<file path="src/include/wdt_regs.svh">
// Register offsets, field positions, reset values and timing counts of the watchdog.
// Assumes a 32-bit AXI4-Lite register bus and a 250 MHz system clock.
`ifndef WDT_REGS_SVH
`define WDT_REGS_SVH

// Register byte addresses
`define WDT_ADDR_REFRESH 8'h00
`define WDT_ADDR_STATUS 8'h04
`define WDT_ADDR_MASK 8'h08
`define WDT_ADDR_COUNT 8'h0c
`define WDT_ADDR_CONFIG 8'hc0

// Refresh register key
`define WDT_REFRESH_KEY 8'hac

// Status bits
`define WDT_ST_WARN 0
`define WDT_ST_OVF 1
`define WDT_ST_WERR 2
`define WDT_ST_RUN 3
`define WDT_ST_OPEN 4

// Configuration byte fields
`define WDT_CFG_IRQ 7
`define WDT_CFG_WIN_HI 6
`define WDT_CFG_WIN_LO 5
`define WDT_CFG_RUN 4
`define WDT_CFG_SEL_HI 3
`define WDT_CFG_SEL_LO 1
`define WDT_CFG_LP 0

// Reset values
`define WDT_STATUS_RST 3'h0
`define WDT_MASK_RST 3'h0
`define WDT_CFG_RST 8'h00

// AXI responses
`define WDT_RESP_OKAY 2'h0
`define WDT_RESP_SLVERR 2'h2

// Timing: system clock period and highest low-speed oscillator rate
`define WDT_CLK_PERIOD_NS 4
`define WDT_OSC_MAX_HZ 37683
// Shortest oscillator period in system cycles, rounded up
`define WDT_OSC_DIV_CYCLES ((1000000000 + `WDT_CLK_PERIOD_NS * `WDT_OSC_MAX_HZ - 1) / (`WDT_CLK_PERIOD_NS * `WDT_OSC_MAX_HZ))

`endif

</file>
<file path="src/include/wdt_pkg.sv">
// Types shared by the watchdog modules.
// Assumes wdt_regs.svh holds the register constants; period lengths sit in wdt_counter_core.
package wdt_pkg;

	typedef struct packed {
		logic early_warning_irq_en;
		logic [1:0] refresh_window;
		logic run_at_reset_en;
		logic [2:0] period_select;
		logic count_in_low_power_en;
	} cfg_t;

	typedef struct packed {
		logic warn;
		logic ovf;
		logic werr;
	} evt_t;

	typedef enum logic [0:0] {
		WR_IDLE = 1'b0,
		WR_RESP = 1'b1
	} wr_state_t;

	typedef enum logic [0:0] {
		RD_IDLE = 1'b0,
		RD_RESP = 1'b1
	} rd_state_t;

endpackage

</file>
<file path="src/logic/osc_tick_divider.sv">
// Divider that turns the system clock into low-speed oscillator ticks.
// Assumes one system clock; ticks are one-cycle enables.
`timescale 1ns/10ps
`default_nettype none
`include "wdt_regs.svh"

module osc_tick_divider #(
	parameter int unsigned DIV = `WDT_OSC_DIV_CYCLES
) (
	// Clock and reset
	input wire logic aclk,
	input wire logic aresetn,
	// Control
	input wire logic run,
	input wire logic restart,
	// Ticks
	output logic tick,
	output logic half_tick
);
	localparam logic [12:0] LAST = 13'(DIV - 1);
	localparam logic [12:0] HALF = 13'(DIV / 2);

	logic [12:0] cnt_q;
	logic [12:0] cnt_d;

	// Phase holds while paused so a halt does not shorten the period
	always_comb begin
		cnt_d = cnt_q;
		if (restart) begin
			cnt_d = 13'h0000;
		end else if (run) begin
			cnt_d = (cnt_q == LAST) ? 13'h0000 : cnt_q + 13'h0001;
		end
	end

	always_ff @(posedge aclk) begin
		if (!aresetn) begin
			cnt_q <= 13'h0000;
		end else begin
			cnt_q <= cnt_d;
		end
	end

	assign tick = run && !restart && (cnt_q == LAST);
	assign half_tick = run && !restart && (cnt_q == HALF);
endmodule
`default_nettype wire

</file>
<file path="src/logic/wdt_counter_core.sv">
// Watchdog counter, window check, overflow and early-warning detection.
// Assumes ticks from osc_tick_divider and a refresh pulse from the bus.
`timescale 1ns/10ps
`default_nettype none
`include "wdt_regs.svh"

module wdt_counter_core
	import wdt_pkg::*;
(
	// Clock and reset
	input wire logic aclk,
	input wire logic aresetn,
	// Configuration
	input wire cfg_t cfg,
	input wire logic cfg_loaded,
	input wire logic low_power_state,
	// Oscillator ticks
	input wire logic tick,
	input wire logic half_tick,
	// Refresh request
	input wire logic refresh,
	// Divider control
	output logic advance,
	output logic restart,
	// State and events
	output logic running,
	output logic window_open,
	output logic [16:0] count,
	output evt_t evt
);
	logic [16:0] count_q;
	logic [16:0] count_d;
	logic [16:0] last;
	logic [16:0] warn_pt;

	always_comb begin
		case (cfg.period_select)
			3'h0: last = 17'h0007f;
			3'h1: last = 17'h000ff;
			3'h2: last = 17'h001ff;
			3'h3: last = 17'h003ff;
			3'h4: last = 17'h00fff;
			3'h5: last = 17'h03fff;
			3'h6: last = 17'h07fff;
			default: last = 17'h1ffff;
		endcase
	end

	// Three quarters of the period
	assign warn_pt = last - (last >> 2);

	assign running = cfg_loaded && cfg.run_at_reset_en;
	assign advance = running && (!low_power_state || cfg.count_in_low_power_en);
	// Prohibited window codes fall back to a fully open window
	assign window_open = (cfg.refresh_window != 2'h1) || (count_q > (last >> 1));
	assign restart = refresh && running && window_open;

	always_comb begin
		count_d = count_q;
		evt = '0;
		if (refresh && running) begin
			if (window_open) begin
				count_d = 17'h00000;
			end else begin
				evt.werr = 1'b1;
			end
		end
		if (!restart && tick) begin
			if (count_q == last) begin
				count_d = 17'h00000;
				evt.ovf = 1'b1;
			end else begin
				count_d = count_q + 17'h00001;
			end
		end
		if (!restart && half_tick && cfg.early_warning_irq_en && (count_q == warn_pt)) begin
			evt.warn = 1'b1;
		end
	end

	always_ff @(posedge aclk) begin
		if (!aresetn) begin
			count_q <= 17'h00000;
		end else begin
			count_q <= count_d;
		end
	end

	assign count = count_q;
endmodule
`default_nettype wire

</file>
<file path="src/logic/windowed_watchdog_timer.sv">
// Windowed watchdog top: AXI4-Lite registers, status and interrupt, reset request.
// Assumes the configuration byte is stable at reset release and
// the low-power input is synchronous to aclk.
`timescale 1ns/10ps
`default_nettype none
`include "wdt_regs.svh"

module windowed_watchdog_timer
	import wdt_pkg::*;
#(
	parameter int unsigned OSC_DIV = `WDT_OSC_DIV_CYCLES
) (
	// Clock and reset
	input wire logic aclk,
	input wire logic aresetn,
	// Configuration byte and chip state
	input wire logic [7:0] config_byte_in,
	input wire logic low_power_state,
	// AXI4-Lite write address
	input wire logic awvalid,
	output logic awready,
	input wire logic [7:0] awaddr,
	// AXI4-Lite write data
	input wire logic wvalid,
	output logic wready,
	input wire logic [31:0] wdata,
	input wire logic [3:0] wstrb,
	// AXI4-Lite write response
	output logic bvalid,
	input wire logic bready,
	output logic [1:0] bresp,
	// AXI4-Lite read address
	input wire logic arvalid,
	output logic arready,
	input wire logic [7:0] araddr,
	// AXI4-Lite read data
	output logic rvalid,
	input wire logic rready,
	output logic [31:0] rdata,
	output logic [1:0] rresp,
	// Interrupt and reset request
	output logic irq,
	output logic wdt_reset_req
);
	cfg_t cfg;
	logic [7:0] cfg_q;
	logic [7:0] cfg_d;
	logic cfg_loaded_q;
	logic cfg_loaded_d;

	logic aw_held_q;
	logic aw_held_d;
	logic [7:0] awaddr_q;
	logic [7:0] awaddr_d;
	logic w_held_q;
	logic w_held_d;
	logic [31:0] wdata_q;
	logic [31:0] wdata_d;
	logic [3:0] wstrb_q;
	logic [3:0] wstrb_d;
	wr_state_t wr_state_q;
	wr_state_t wr_state_d;
	logic [1:0] bresp_q;
	logic [1:0] bresp_d;
	logic do_write;

	rd_state_t rd_state_q;
	rd_state_t rd_state_d;
	logic [31:0] rdata_q;
	logic [31:0] rdata_d;
	logic [1:0] rresp_q;
	logic [1:0] rresp_d;

	logic [2:0] status_q;
	logic [2:0] status_d;
	logic [2:0] mask_q;
	logic [2:0] mask_d;
	logic rst_req_q;
	logic rst_req_d;
	logic refresh;
	logic [2:0] w1c;

	logic tick;
	logic half_tick;
	logic advance;
	logic restart;
	logic running;
	logic window_open;
	logic [16:0] count;
	evt_t evt;

	// Configuration byte is caught once, on the first edge after reset release
	always_comb begin
		cfg_d = cfg_q;
		cfg_loaded_d = 1'b1;
		if (!cfg_loaded_q) begin
			cfg_d = config_byte_in;
		end
	end

	always_ff @(posedge aclk) begin
		if (!aresetn) begin
			cfg_q <= `WDT_CFG_RST;
			cfg_loaded_q <= 1'b0;
		end else begin
			cfg_q <= cfg_d;
			cfg_loaded_q <= cfg_loaded_d;
		end
	end

	// Field unpacking of the configuration byte
	assign cfg.early_warning_irq_en = cfg_q[`WDT_CFG_IRQ];
	assign cfg.refresh_window = cfg_q[`WDT_CFG_WIN_HI:`WDT_CFG_WIN_LO];
	assign cfg.run_at_reset_en = cfg_q[`WDT_CFG_RUN];
	assign cfg.period_select = cfg_q[`WDT_CFG_SEL_HI:`WDT_CFG_SEL_LO];
	assign cfg.count_in_low_power_en = cfg_q[`WDT_CFG_LP];

	// Oscillator rate kept at its highest, so periods are the shortest
	osc_tick_divider #(
		.DIV(OSC_DIV)
	) u_div (
		.aclk(aclk),
		.aresetn(aresetn),
		.run(advance),
		.restart(restart),
		.tick(tick),
		.half_tick(half_tick)
	);

	wdt_counter_core u_core (
		.aclk(aclk),
		.aresetn(aresetn),
		.cfg(cfg),
		.cfg_loaded(cfg_loaded_q),
		.low_power_state(low_power_state),
		.tick(tick),
		.half_tick(half_tick),
		.refresh(refresh),
		.advance(advance),
		.restart(restart),
		.running(running),
		.window_open(window_open),
		.count(count),
		.evt(evt)
	);

	// Write channel: address and data taken in either order, one write at a time
	assign awready = !aw_held_q && (wr_state_q == WR_IDLE);
	assign wready = !w_held_q && (wr_state_q == WR_IDLE);
	assign bvalid = (wr_state_q == WR_RESP);
	assign bresp = bresp_q;
	assign do_write = aw_held_q && w_held_q && (wr_state_q == WR_IDLE);

	always_comb begin
		aw_held_d = aw_held_q;
		awaddr_d = awaddr_q;
		w_held_d = w_held_q;
		wdata_d = wdata_q;
		wstrb_d = wstrb_q;
		wr_state_d = wr_state_q;
		bresp_d = bresp_q;
		refresh = 1'b0;
		w1c = 3'h0;
		mask_d = mask_q;
		if (awvalid && awready) begin
			aw_held_d = 1'b1;
			awaddr_d = awaddr;
		end
		if (wvalid && wready) begin
			w_held_d = 1'b1;
			wdata_d = wdata;
			wstrb_d = wstrb;
		end
		case (wr_state_q)
			WR_IDLE: begin
				if (do_write) begin
					aw_held_d = 1'b0;
					w_held_d = 1'b0;
					wr_state_d = WR_RESP;
					bresp_d = `WDT_RESP_OKAY;
					case (awaddr_q)
						`WDT_ADDR_REFRESH: begin
							// A wrong key is ignored so stray writes cannot refresh
							refresh = wstrb_q[0] && (wdata_q[7:0] == `WDT_REFRESH_KEY);
						end
						`WDT_ADDR_STATUS: begin
							if (wstrb_q[0]) begin
								w1c = wdata_q[2:0];
							end
						end
						`WDT_ADDR_MASK: begin
							if (wstrb_q[0]) begin
								mask_d = wdata_q[2:0];
							end
						end
						`WDT_ADDR_COUNT: begin
						end
						`WDT_ADDR_CONFIG: begin
						end
						default: begin
							bresp_d = `WDT_RESP_SLVERR;
						end
					endcase
				end
			end
			WR_RESP: begin
				if (bready) begin
					wr_state_d = WR_IDLE;
				end
			end
			default: begin
				wr_state_d = WR_IDLE;
			end
		endcase
	end

	always_ff @(posedge aclk) begin
		if (!aresetn) begin
			aw_held_q <= 1'b0;
			awaddr_q <= 8'h00;
			w_held_q <= 1'b0;
			wdata_q <= 32'h00000000;
			wstrb_q <= 4'h0;
			wr_state_q <= WR_IDLE;
			bresp_q <= `WDT_RESP_OKAY;
			mask_q <= `WDT_MASK_RST;
		end else begin
			aw_held_q <= aw_held_d;
			awaddr_q <= awaddr_d;
			w_held_q <= w_held_d;
			wdata_q <= wdata_d;
			wstrb_q <= wstrb_d;
			wr_state_q <= wr_state_d;
			bresp_q <= bresp_d;
			mask_q <= mask_d;
		end
	end

	// Read channel: answer one cycle after the address is taken
	assign arready = (rd_state_q == RD_IDLE);
	assign rvalid = (rd_state_q == RD_RESP);
	assign rdata = rdata_q;
	assign rresp = rresp_q;

	always_comb begin
		rd_state_d = rd_state_q;
		rdata_d = rdata_q;
		rresp_d = rresp_q;
		case (rd_state_q)
			RD_IDLE: begin
				if (arvalid) begin
					rd_state_d = RD_RESP;
					rresp_d = `WDT_RESP_OKAY;
					rdata_d = 32'h00000000;
					case (araddr)
						`WDT_ADDR_REFRESH: begin
						end
						`WDT_ADDR_STATUS: begin
							rdata_d[2:0] = status_q;
							rdata_d[`WDT_ST_RUN] = running;
							rdata_d[`WDT_ST_OPEN] = window_open;
						end
						`WDT_ADDR_MASK: begin
							rdata_d[2:0] = mask_q;
						end
						`WDT_ADDR_COUNT: begin
							rdata_d[16:0] = count;
						end
						`WDT_ADDR_CONFIG: begin
							rdata_d[7:0] = cfg_q;
						end
						default: begin
							rresp_d = `WDT_RESP_SLVERR;
						end
					endcase
				end
			end
			RD_RESP: begin
				if (rready) begin
					rd_state_d = RD_IDLE;
				end
			end
			default: begin
				rd_state_d = RD_IDLE;
			end
		endcase
	end

	always_ff @(posedge aclk) begin
		if (!aresetn) begin
			rd_state_q <= RD_IDLE;
			rdata_q <= 32'h00000000;
			rresp_q <= `WDT_RESP_OKAY;
		end else begin
			rd_state_q <= rd_state_d;
			rdata_q <= rdata_d;
			rresp_q <= rresp_d;
		end
	end

	// Sticky status; a new event beats a clear in the same cycle
	always_comb begin
		status_d = status_q & ~w1c;
		status_d[`WDT_ST_WARN] = status_d[`WDT_ST_WARN] | evt.warn;
		status_d[`WDT_ST_OVF] = status_d[`WDT_ST_OVF] | evt.ovf;
		status_d[`WDT_ST_WERR] = status_d[`WDT_ST_WERR] | evt.werr;
		// Held until the chip reset takes this block down
		rst_req_d = rst_req_q | evt.ovf | evt.werr;
	end

	always_ff @(posedge aclk) begin
		if (!aresetn) begin
			status_q <= `WDT_STATUS_RST;
			rst_req_q <= 1'b0;
		end else begin
			status_q <= status_d;
			rst_req_q <= rst_req_d;
		end
	end

	assign irq = |(status_q & mask_q);
	assign wdt_reset_req = rst_req_q;
endmodule
`default_nettype wire

</file>
<file path="config.mk">
export PLATFORM = sky130hd
export DESIGN_NAME = windowed_watchdog_timer
export DESIGN_NICKNAME = d
export VERILOG_FILES = /design/src/include/wdt_pkg.sv /design/src/logic/osc_tick_divider.sv /design/src/logic/wdt_counter_core.sv /design/src/logic/windowed_watchdog_timer.sv
export VERILOG_INCLUDE_DIRS = /design/src /design/src/include
export SDC_FILE = /design/constraint.sdc
export NUM_CORES = 1
export LEC_CHECK = 0
export BUFFER_PORTS_ARGS = -buffer_cell sky130_fd_sc_hd__buf_2
export CORE_ASPECT_RATIO = 0.75
export CORE_MARGIN = 1.5
export CORE_UTILIZATION = 38
export CTS_CLUSTER_DIAMETER = 80
export DETAILED_ROUTE_END_ITERATION = 10
export PLACE_DENSITY = 0.6
export SLEW_MARGIN = 20
export SYNTH_ARGS = -nofsm -noshare
export SYNTH_HDL_FRONTEND = slang
export SYNTH_SLANG_ARGS = --single-unit
</file>
<file path="constraint.sdc">
create_clock -name aclk -period 7.3 [get_ports aclk]
set_input_delay 1.46 -clock aclk [delete_from_list [all_inputs] [get_ports aclk]]
set_output_delay 1.46 -clock aclk [all_outputs]
set_load 0.05 [all_outputs]
</file>
# Word-level counts from Yosys, hierarchy flattened
# Cells that the tools add are included.
# W data, S select, Z words.
[classes] add_sub_neg=3 bitwise_logic=11 n_reduce_logical=37 eq_ne=20 n_mux=37 order_cmp=1
[ops] operator="$pmux W17 S7" n=1
[ops] operator="$mux W17" n=4
[ops] operator="$eq A17 B17 Y1" n=2
[ops] operator="$eq A8 B4 Y1 const B" n=4
[ops] operator="$eq A8 B8 Y1 const B" n=3
[ops] operator="$mux W1" n=19
[ops] operator="$logic_and A1 B1 Y1" n=18
[ops] operator="$add A17 B1 Y17 const B" n=1
[ops] operator="$gt A17 B16 Y1" n=1
[ops] operator="$sub A17 B15 Y17" n=1
[ops] operator="$eq A8 B3 Y1 const B" n=2
[ops] operator="$logic_not A8 Y1" n=2
[ops] operator="$add A13 B1 Y13 const B" n=1
[ops] operator="$eq A13 B12 Y1 const B" n=1
[ops] operator="$eq A13 B13 Y1 const B" n=1
[ops] operator="$mux W13" n=1
[ops] operator="$mux W3" n=4
[ops] operator="$pmux W3 S4" n=1
[ops] operator="$reduce_or A5 Y1" n=2
[ops] operator="$eq A3 B3 Y1 const B" n=3
[ops] operator="$mux W9" n=1
[ops] operator="$and A3 B3 Y3" n=2
[ops] operator="$eq A3 B2 Y1 const B" n=2
[ops] operator="$pmux W2 S3" n=1
[ops] operator="16 further kinds" n=31
[word_totals] output_inout_bits=43 word_cells=126 register_bits=88

# Logic depth before layout (Yosys ltp)
# Gate-level depths: netlist of the first run.
[depth] ltp_word=15 depth_mapped=14 mapped_depth_nobuf=11

# Hierarchy
# A second synthesis of the first run with hierarchy kept.
[unflattened] hier_cells=606 area_unflattened_um2=5007.3
[modules_own_cells] mod="windowed_watchdog_timer" area_each_um2=2580.0 cells_per_inst=289 n_inst=1
[modules_own_cells] mod="wdt_counter_core" area_each_um2=1730.4 cells_per_inst=239 n_inst=1
[modules_own_cells] mod="osc_tick_divider" area_each_um2=696.9 cells_per_inst=78 n_inst=1

# Least setup slack after synthesis of the first run
# Ideal clock, no wire load.
[synth_timing] kind="input to register" startpoint="input port araddr[1]" endpoint="register rdata_q[0], in the netlist rdata[0]" path_stages=6 path_buffers=0 setup_time_ns=0.066 t_arrival_ns=3.066 slack_ns=4.168 path_cell_list="or4_4 -> nor4_2 -> nor2_1 -> a21oi_1 -> a22oi_1 -> nor2b_1"
[synth_via] elab_chain_len=2
[synth_rtl] element="start: declaration" line="windowed_watchdog_timer.sv:35" rtl="input wire logic [7:0] araddr,"
[synth_rtl] element="$eq A8 B8 Y1, or another cell as far along" line="windowed_watchdog_timer.sv:255" rtl="case (araddr)"
[synth_rtl] element="$pmux W3 S4 (*)" line="windowed_watchdog_timer.sv:255"
[synth_rtl] element="end signal: assignment" line="windowed_watchdog_timer.sv:296" rtl="rdata_q <= rdata_d;"
[synth_rtl] element="end: declaration" line="windowed_watchdog_timer.sv:69" rtl="logic [31:0] rdata_q;"
# Every way passes the cells marked *; elsewhere a longest branch is shown, timed or not.
# A chain may end at the register's enable or synchronous reset.

# Final worst setup path of the first run
[layout_timing] startpoint="register cfg_q[3], in the netlist cfg[3]" endpoint="register u_core.count_q[5], in the netlist u_core.count[5]"
[layout_via] elab_chain_len=11
[layout_rtl] element="start: declaration" line="windowed_watchdog_timer.sv:46" rtl="logic [7:0] cfg_q;"
[layout_rtl] element="start signal: assignment" line="windowed_watchdog_timer.sv:103" rtl="cfg_q <= `WDT_CFG_RST;"
[layout_rtl] element="start signal: assignment" line="windowed_watchdog_timer.sv:106" rtl="cfg_q <= cfg_d;"
[layout_rtl] element="$eq A3 B3 Y1, or another cell as far along" line="wdt_counter_core.sv:37" rtl="case (cfg.period_select)"
[layout_rtl] element="$pmux W17 S7 (*)" line="wdt_counter_core.sv:37"
[layout_rtl] element="$gt A17 B16 Y1" line="wdt_counter_core.sv:55" rtl="assign window_open = (cfg.refresh_window != 2'h1) || (count_q > (last >> 1));"
[layout_rtl] element="$logic_or A1 B1 Y1" line="wdt_counter_core.sv:55"
[layout_rtl] element="$logic_and A1 B1 Y1" line="wdt_counter_core.sv:56" rtl="assign restart = refresh && running && window_open;"
[layout_rtl] element="$logic_not A1 Y1" line="osc_tick_divider.sv:44, wdt_counter_core.sv:68"
[layout_rtl] element="$logic_and A1 B1 Y1 (2 in series)" line="osc_tick_divider.sv:44" rtl="assign tick = run && !restart && (cnt_q == LAST);"
[layout_rtl] element="$logic_and A1 B1 Y1" line="wdt_counter_core.sv:68" rtl="if (!restart && tick) begin"
[layout_rtl] element="$reduce_bool A2 Y1 (no line)"
[layout_rtl] element="$reduce_and A2 Y1 (no line)"
[layout_rtl] element="end signal: assignment" line="wdt_counter_core.sv:85" rtl="count_q <= count_d;"
[layout_rtl] element="end: declaration" line="wdt_counter_core.sv:31" rtl="logic [16:0] count_q;"
# Marks and branches as above.

==> results of run 1 <==
## sequential cells by signal, indices dropped and copies added, names as in the netlist, 3 cells and up
| signal | flops |
|---|---|
| status_q | 3 |
| u_core.count | 17 |
| rdata | 17 |
| wdata_q | 8 |
| cfg | 8 |
| u_div.cnt_q | 13 |
| mask_q | 3 |
| awaddr_q | 8 |
## worst register-to-register path, cell delays in order (launching register included)
cell and delay [ns]:
dfxtp_1 0.74, inv_1 0.31, nand2_1 0.18, inv_1 0.06, ha_1 0.30, a21oi_1 0.21, o211ai_1 0.14, and2_0 0.15
or4b_1 0.57, nand3_1 0.15, nand2_1 0.46, a311oi_1 0.43
## stage by stage
stage / hold slack, ns / power [uW] / instance area [sq um]
final: 0.468 / 1150 / 5660
after global routing: 0.484 / 1190 / 5660
after CTS: 0.471 / 1150 / 5660
after detailed placement: 0.462 / 668 / 5340
after global placement: 0.452 / 663 / 5340
after floorplan: 0.438 / 637 / 5080
## layout make-up
cell class                 count  area (sq um)  area share
inverter                      17          63.8      0.0113
tap                          171           214      0.0378
multi-input combinational    475          3000       0.531
clock buffer                  12           246      0.0436
timing repair buffer          67           338      0.0597
sequential                    86          1720       0.304
clock inverter                 3          68.8      0.0122
## worst paths after layout
path / startpoint / endpoint / slack [ns] / depth (start not counted)
max: cfg[3] / u_core.count[5] / 3.49 / 11
min: awaddr_q[5] / awaddr_q[5] / 0.47 / 2
max reg2reg: cfg[3] / u_core.count[5] / 3.49 / 11
min reg2reg: awaddr_q[5] / awaddr_q[5] / 0.47 / 2
## per-layer routing
metal | up-vias | wire length, um
met5 | - | 0
li1 | 2222 | -
met2 | 131 | 5310
met4 | 0 | 155
met3 | 13 | 712
met1 | 2094 | 6180
## where the power goes
part	internal (uW)	total [uW]	switching, uW
Sequential	484	499	15.1
Clock	308	487	179
Combinational	54.2	159	105
Total	846	1150	299
## kinds of logic after synthesis
kind of cell,count (synthesis),share of synthesized area
and+or+nand+nor,276,0.288
AOI/OAI and AO/OA,119,0.168
DFF,86,0.343
buffers and inverters,71,0.0712
xor gates and xnor gates,26,0.0453
adders and majority gates,20,0.0513
muxes,16,0.0321
other,2,0.00149
## cells in the final DEF, fill, tap and decap left out, types with 4 or more instances in the layout
master | netlist | routed
nor2_1 | 48 | 48
o211ai_1 | 5 | 5
nand4_1 | 11 | 11
nand4b_1 | 4 | 4
inv_1 | 17 | 17
xnor2_1 | 13 | 13
clkbuf_16 | 0 | 9
nand3_1 | 27 | 27
conb_1 | 2 | 18
a31oi_1 | 8 | 8
a211oi_1 | 4 | 4
and2_1 | 7 | 7
nand3b_1 | 5 | 5
buf_2 | 12 | 66
ha_1 | 19 | 19
o21ai_0 | 11 | 11
nor3b_1 | 9 | 9
a21oi_1 | 24 | 24
nor3_1 | 9 | 9
nand2b_1 | 8 | 8
dfxtp_1 | 86 | 86
and3_1 | 4 | 4
or3_1 | 7 | 7
a22oi_1 | 17 | 17
mux2i_1 | 15 | 15
xor2_1 | 13 | 13
nand2_1 | 84 | 84
a21boi_0 | 21 | 21
nor2b_1 | 28 | 28
==> results.yml, run 1 <==
outcome:
  status: "finished, final reports clean"
cts:
  worstSkewPairLatency_ns: 0.34
  cts_tree: "built"
  clk_path_buf_depth: 2
  root_buffer: "clkbuf_16"
  hold_buffers: 0
  h-tree-depth: 3
  cts.sinks: 86
  cts.clk_slew.worst_paths_ns: 0.06
  cts_setup_buffers: 0
  cts-resized-gates: 0
  numCtsBuffers: 9
global_routing:
  use_met2: 0.298
  grt_pass1_vias: 4216
  grt_pass1_wl_mm: 20.7
  met1_usage: 0.258
  grt_max_degree: 58
  track_usage: 0.188
  busiest_layer: "met2"
  met3_usage: 0.0442
  grt_antenna_before_repair: 0
  gr-total-overflow: 0
die:
  ios: 111
  die_area_sq_mm: 0.0139
  start_util: 0.389
  die_h_um: 103
  num_rows: 36
  die_w_um: 136
  core_area_sq_mm: 0.0129
synthesis:
  yosys-top-cells-count: "86 x dfxtp_1, 84 x nand2_1, 48 x nor2_1, 28 x nor2b_1, 27 x nand3_1"
  synth_cell_type_count: 70
  synth_top_area_frac: 0.343
  synth-seq-cells: 86
  synth.most_common_cell: "dfxtp_1"
  synth_edf_count: 0
  async_flop_share: 0
  syn_area_per_cell_sq_um: 8.16
  synth_cells: 616
  ys_seq_area_frac: 0.343
  synth_top_cell_by_area: "dfxtp_1"
  synthTopCellsByArea: "dfxtp_1 34%, nand2_1 6.3%, ha_1 4.7%"
  synth.cell_area_sq_mm: 0.00502
  synth_warnings: 0
  ys.flop_type: "dfxtp_1"
routing:
  drc: 0
  ant_nets: 0
  vias_per_cell: 5.37
  vias: 4460
  drt_first_pass_iters: 5
  drtIter0Drc: 303
  routedWlPerCell_um: 14.9
  wirelength_mm: 12.4
critical_path:
  crit_path_end_kind: "register"
  critPathRequiredTime_ns: 7.53
  worst-path-buf-inv: 2
  critPathMaxFanout: 21
  start_kind: "register"
  cp.arrival_ns: 4.04
  crit_type: "register to register"
  critical_path.top_delay_family: "simple AND/OR/NAND/NOR gates"
  crit_path_top_delay_cell: "dfxtp_1"
  slowest_delay_ns: 0.74
  worstPathCellList: "inv_1 -> nand2_1 -> inv_1 -> ha_1 -> a21oi_1 -> o211ai_1 -> and2_0 -> or4b_1 -> nand3_1 -> nand2_1 -> a311oi_1"
placed_design:
  dp_slack_ns: 3.53
  port_buffers: 66
  hpwl_mm: 9.19
  place_congestion: 0.831
  dp.cells: 816
cells_and_area:
  drive_gt1_frac: 0.139
  final_util: 0.438
  final_nets: 744
  synthToLayoutAreaGrowth_pct: 12.6
  stdcell_count: 831
  nFillCells: 1289
  diodes: 0
sta:
  hold_viol: 0
  max_slew_margin: 0.409
  setup_viol: 0
  skew_ns: 0.00602
  worst_slack_ns: 3.49
  period_needed_ns: 3.81
  rsz0062_at_grt: "no"
  fmax_mhz: 263
  tightest_slew_ns: 0.879
  drv_slew: 0
  finalSetupTns_ns: 0
  period_share: 0.522
power_and_ir_drop:
  p_leak_uw: 0.00223
  power.density_mw_per_mm2: 202
  max-vdd-ir-drop_v: 0.000114
job:
  max_cap_violations: 0
hold_path:
  min_path_type: "register to register"
(Power assumes the default switching activity.)
==> inputs of run 2 (changes only) <==
--- a/config.mk
+++ b/config.mk
@@ -12,7 +12,7 @@
 export CORE_UTILIZATION = 38
 export CTS_CLUSTER_DIAMETER = 80
 export DETAILED_ROUTE_END_ITERATION = 10
-export PLACE_DENSITY = 0.6
+export PLACE_DENSITY = 0.63
 export SLEW_MARGIN = 20
 export SYNTH_ARGS = -nofsm -noshare
 export SYNTH_HDL_FRONTEND = slang
==> constraint.sdc (replaced) <==
create_clock -name aclk -period 3.2 [get_ports aclk]
set_input_delay 0.64 -clock aclk [delete_from_list [all_inputs] [get_ports aclk]]
set_output_delay 0.64 -clock aclk [all_outputs]
set_load 0.05 [all_outputs]
==> run 2 against run 1 <==
Clock power rose by 140%. First-iteration DRC count down 3.3%. Clock skew is essentially flat. Worst hold slack got worse by 0.0056 ns. Via count up 0.38%. Utilization up 1.7 points. Global-route usage is 0.44 points higher. Sequential share of layout area shrank 1.1 points. Fmax rose by 28%.
==> results.yml, run 2 (synthesis gave the netlist of run 1 again) <==
outcome:
  status: "finished, final reports clean"
critical_path:
  start_kind: "register"
  worstPathCellList: "or2_4 -> fa_1 -> xor2_1 -> nor3_1 -> nand4_1 -> or4_1 -> nor4_1 -> nand4b_1 -> o21ai_1"
  ff2ff_setup_slack_ns: 0.23
  reg2reg_depth: 9
  r2r_end: "status_q[0]"
  critPathRequiredTime_ns: 3.48
  slowest_delay_ns: 0.53
  crit_path_end_kind: "register"
  crit_type: "register to register"
  critPathMaxFanout: 11
  critical_path.top_delay_family: "simple AND/OR/NAND/NOR gates"
  crit_path_top_delay_cell: "or4_1"
  r2r-start: "cfg[2]"
  worst-path-buf-inv: 0
  cp.arrival_ns: 3.25
routing:
  met2_length_mm: 5.48
  drtIter0Drc: 293
  met1_length_mm: 6.46
  vias_per_cell: 5.22
  top_layer_used: "met4"
  drc: 0
  wirelength_mm: 12.6
  routedWlPerCell_um: 14.7
  dr_wl_met3_um: 589
  drt_first_pass_iters: 5
  vias: 4477
  ant_nets: 0
cells_and_area:
  most-common-layout-cells: "84 x nand2_1, 84 x dfxtp_1, 66 x buf_2"
  multi_input_area_sq_mm: 0.00301
  final_nets: 770
  final-seq-area_sq_mm: 0.00172
  drive_gt1_frac: 0.180
  synthToLayoutAreaGrowth_pct: 17.1
  nFillCells: 1279
  diodes: 0
hold_path:
  hold_start: "wdata_q[3]"
  min_path_type: "register to register"
  hold_end: "wdata_q[3]"
  worstHoldPathCells: 2
power_and_ir_drop:
  p_leak_uw: 0.00237
  max-vdd-ir-drop_v: 0.000273
  internal_power_uw: 1950
  seqPwrFrac: 0.418
  p_clk_frac: 0.436
  p_sw_uw: 754
  comb_power_share: 0.145
  power.density_mw_per_mm2: 460
  swShare: 0.279
sta:
  tightest_slew_ns: 0.812
  skew_ns: 0.00636
  setup_viol: 0
  fin_hold_ws_ns: 0.463
  rsz0062_at_grt: "no"
  period_share: 0.929
  drv_slew: 0
  max_slew_margin: 0.459
  finalSetupTns_ns: 0
  period_needed_ns: 2.97
  fmax_mhz: 336
  hold_viol: 0
die:
  die_h_um: 103
  start_util: 0.389
  core_area_sq_mm: 0.0129
  num_rows: 36
  ios: 111
  die_w_um: 136
  die_area_sq_mm: 0.0139
placed_design:
  port_buffers: 66
  hpwl_mm: 9.59
  place_congestion: 0.882
cts:
  h-tree-depth: 3
  cts.clk_slew.worst_paths_ns: 0.07
  worstSkewPairLatency_ns: 0.34
  root_buffer: "clkbuf_16"
  numCtsBuffers: 9
  cts_setup_buffers: 0
  hold_buffers: 0
  cts.sinks: 86
  cts_tree: "built"
  clk_path_buf_depth: 2
global_routing:
  track_usage: 0.193
  gr-total-overflow: 0
  grt_pass1_vias: 4220
  grt_pass1_wl_mm: 21.1
  grt_max_degree: 58
  grt_antenna_before_repair: 0
job:
  max_cap_violations: 0
[run 2: changes by cell type in the layout (fill, tap and decap cells not counted), sizes merged]
cell    before  now
buf         67   93
clkbuf      12    9
clkinv       1    2
inv         17   20
[run 2: worst max-delay path by stage]
stage          startpoint           to  slack, ns  depth (start not counted)
2_1_floorplan      cfg[3]  status_q[0]       0.56                         11
3_3_place_gp       cfg[2]  status_q[0]       0.14                          9
3_5_place_dp       cfg[2]  status_q[0]       0.13                          9
4_1_cts            cfg[2]  status_q[0]       0.11                          9
5_1_grt            cfg[2]  status_q[0]       0.01                          9
6_report           cfg[2]  status_q[0]       0.23                          9
[run 2: final cells by class]
class                           instances  share of cell area
Inverter                               17              0.0109
Sequential cell                        86               0.293
Clock inverter                          7              0.0194
Tap cell                              171              0.0364
Multi-Input combinational cell        475               0.511
Timing Repair Buffer                   93              0.0906
Clock buffer                            9              0.0383
[run 2: worst register-to-register path: stages (launching register included)]
cell,delay [ns]
dfxtp_2,0.39
or2_4,0.31
fa_1,0.49
xor2_1,0.16
nor3_1,0.19
nand4_1,0.10
or4_1,0.53
nor4_1,0.27
nand4b_1,0.28
o21ai_1,0.18
[run 2: routing by layer]
metal  up-vias  track usage
met4         0       0.0538
met5         -            0
li1       2266            -
met2       116        0.301
met3         9       0.0428
met1      2086        0.268
[run 2: per-stage QoR]
| stage | power (uW) | instances | utilization | worst slack, ns | area, sq um |
|---|---|---|---|---|---|
| after global placement | 1530 | 842 | 0.428 | 0.140 | 5540 |
| after CTS | 2720 | 858 | 0.455 | 0.106 | 5880 |
| final | 2700 | 858 | 0.455 | 0.227 | 5880 |
| after floorplan | 1450 | 632 | - | 0.564 | 5080 |
| after detailed placement | 1550 | 842 | 0.428 | 0.133 | 5540 |
| after global routing | 2810 | 858 | 0.455 | 0.0149 | 5880 |
[run 2: repair_timing]
item                       4_1_cts  5_1_grt
hold endpoints to repair         0        0
setup endpoints to repair        0        1
gates resized for setup          0        3
[run 2: power by group through the flow]
stage | Sequential, uW | Clock, uW | Combinational (uW)
finish | 1130 | 1180 | 393
global route | 1140 | 1240 | 433
CTS | 1130 | 1200 | 392
detailed placement | 1150 | 0 | 391
global placement | 1150 | 0 | 382
floorplan | 1170 | 0 | 284
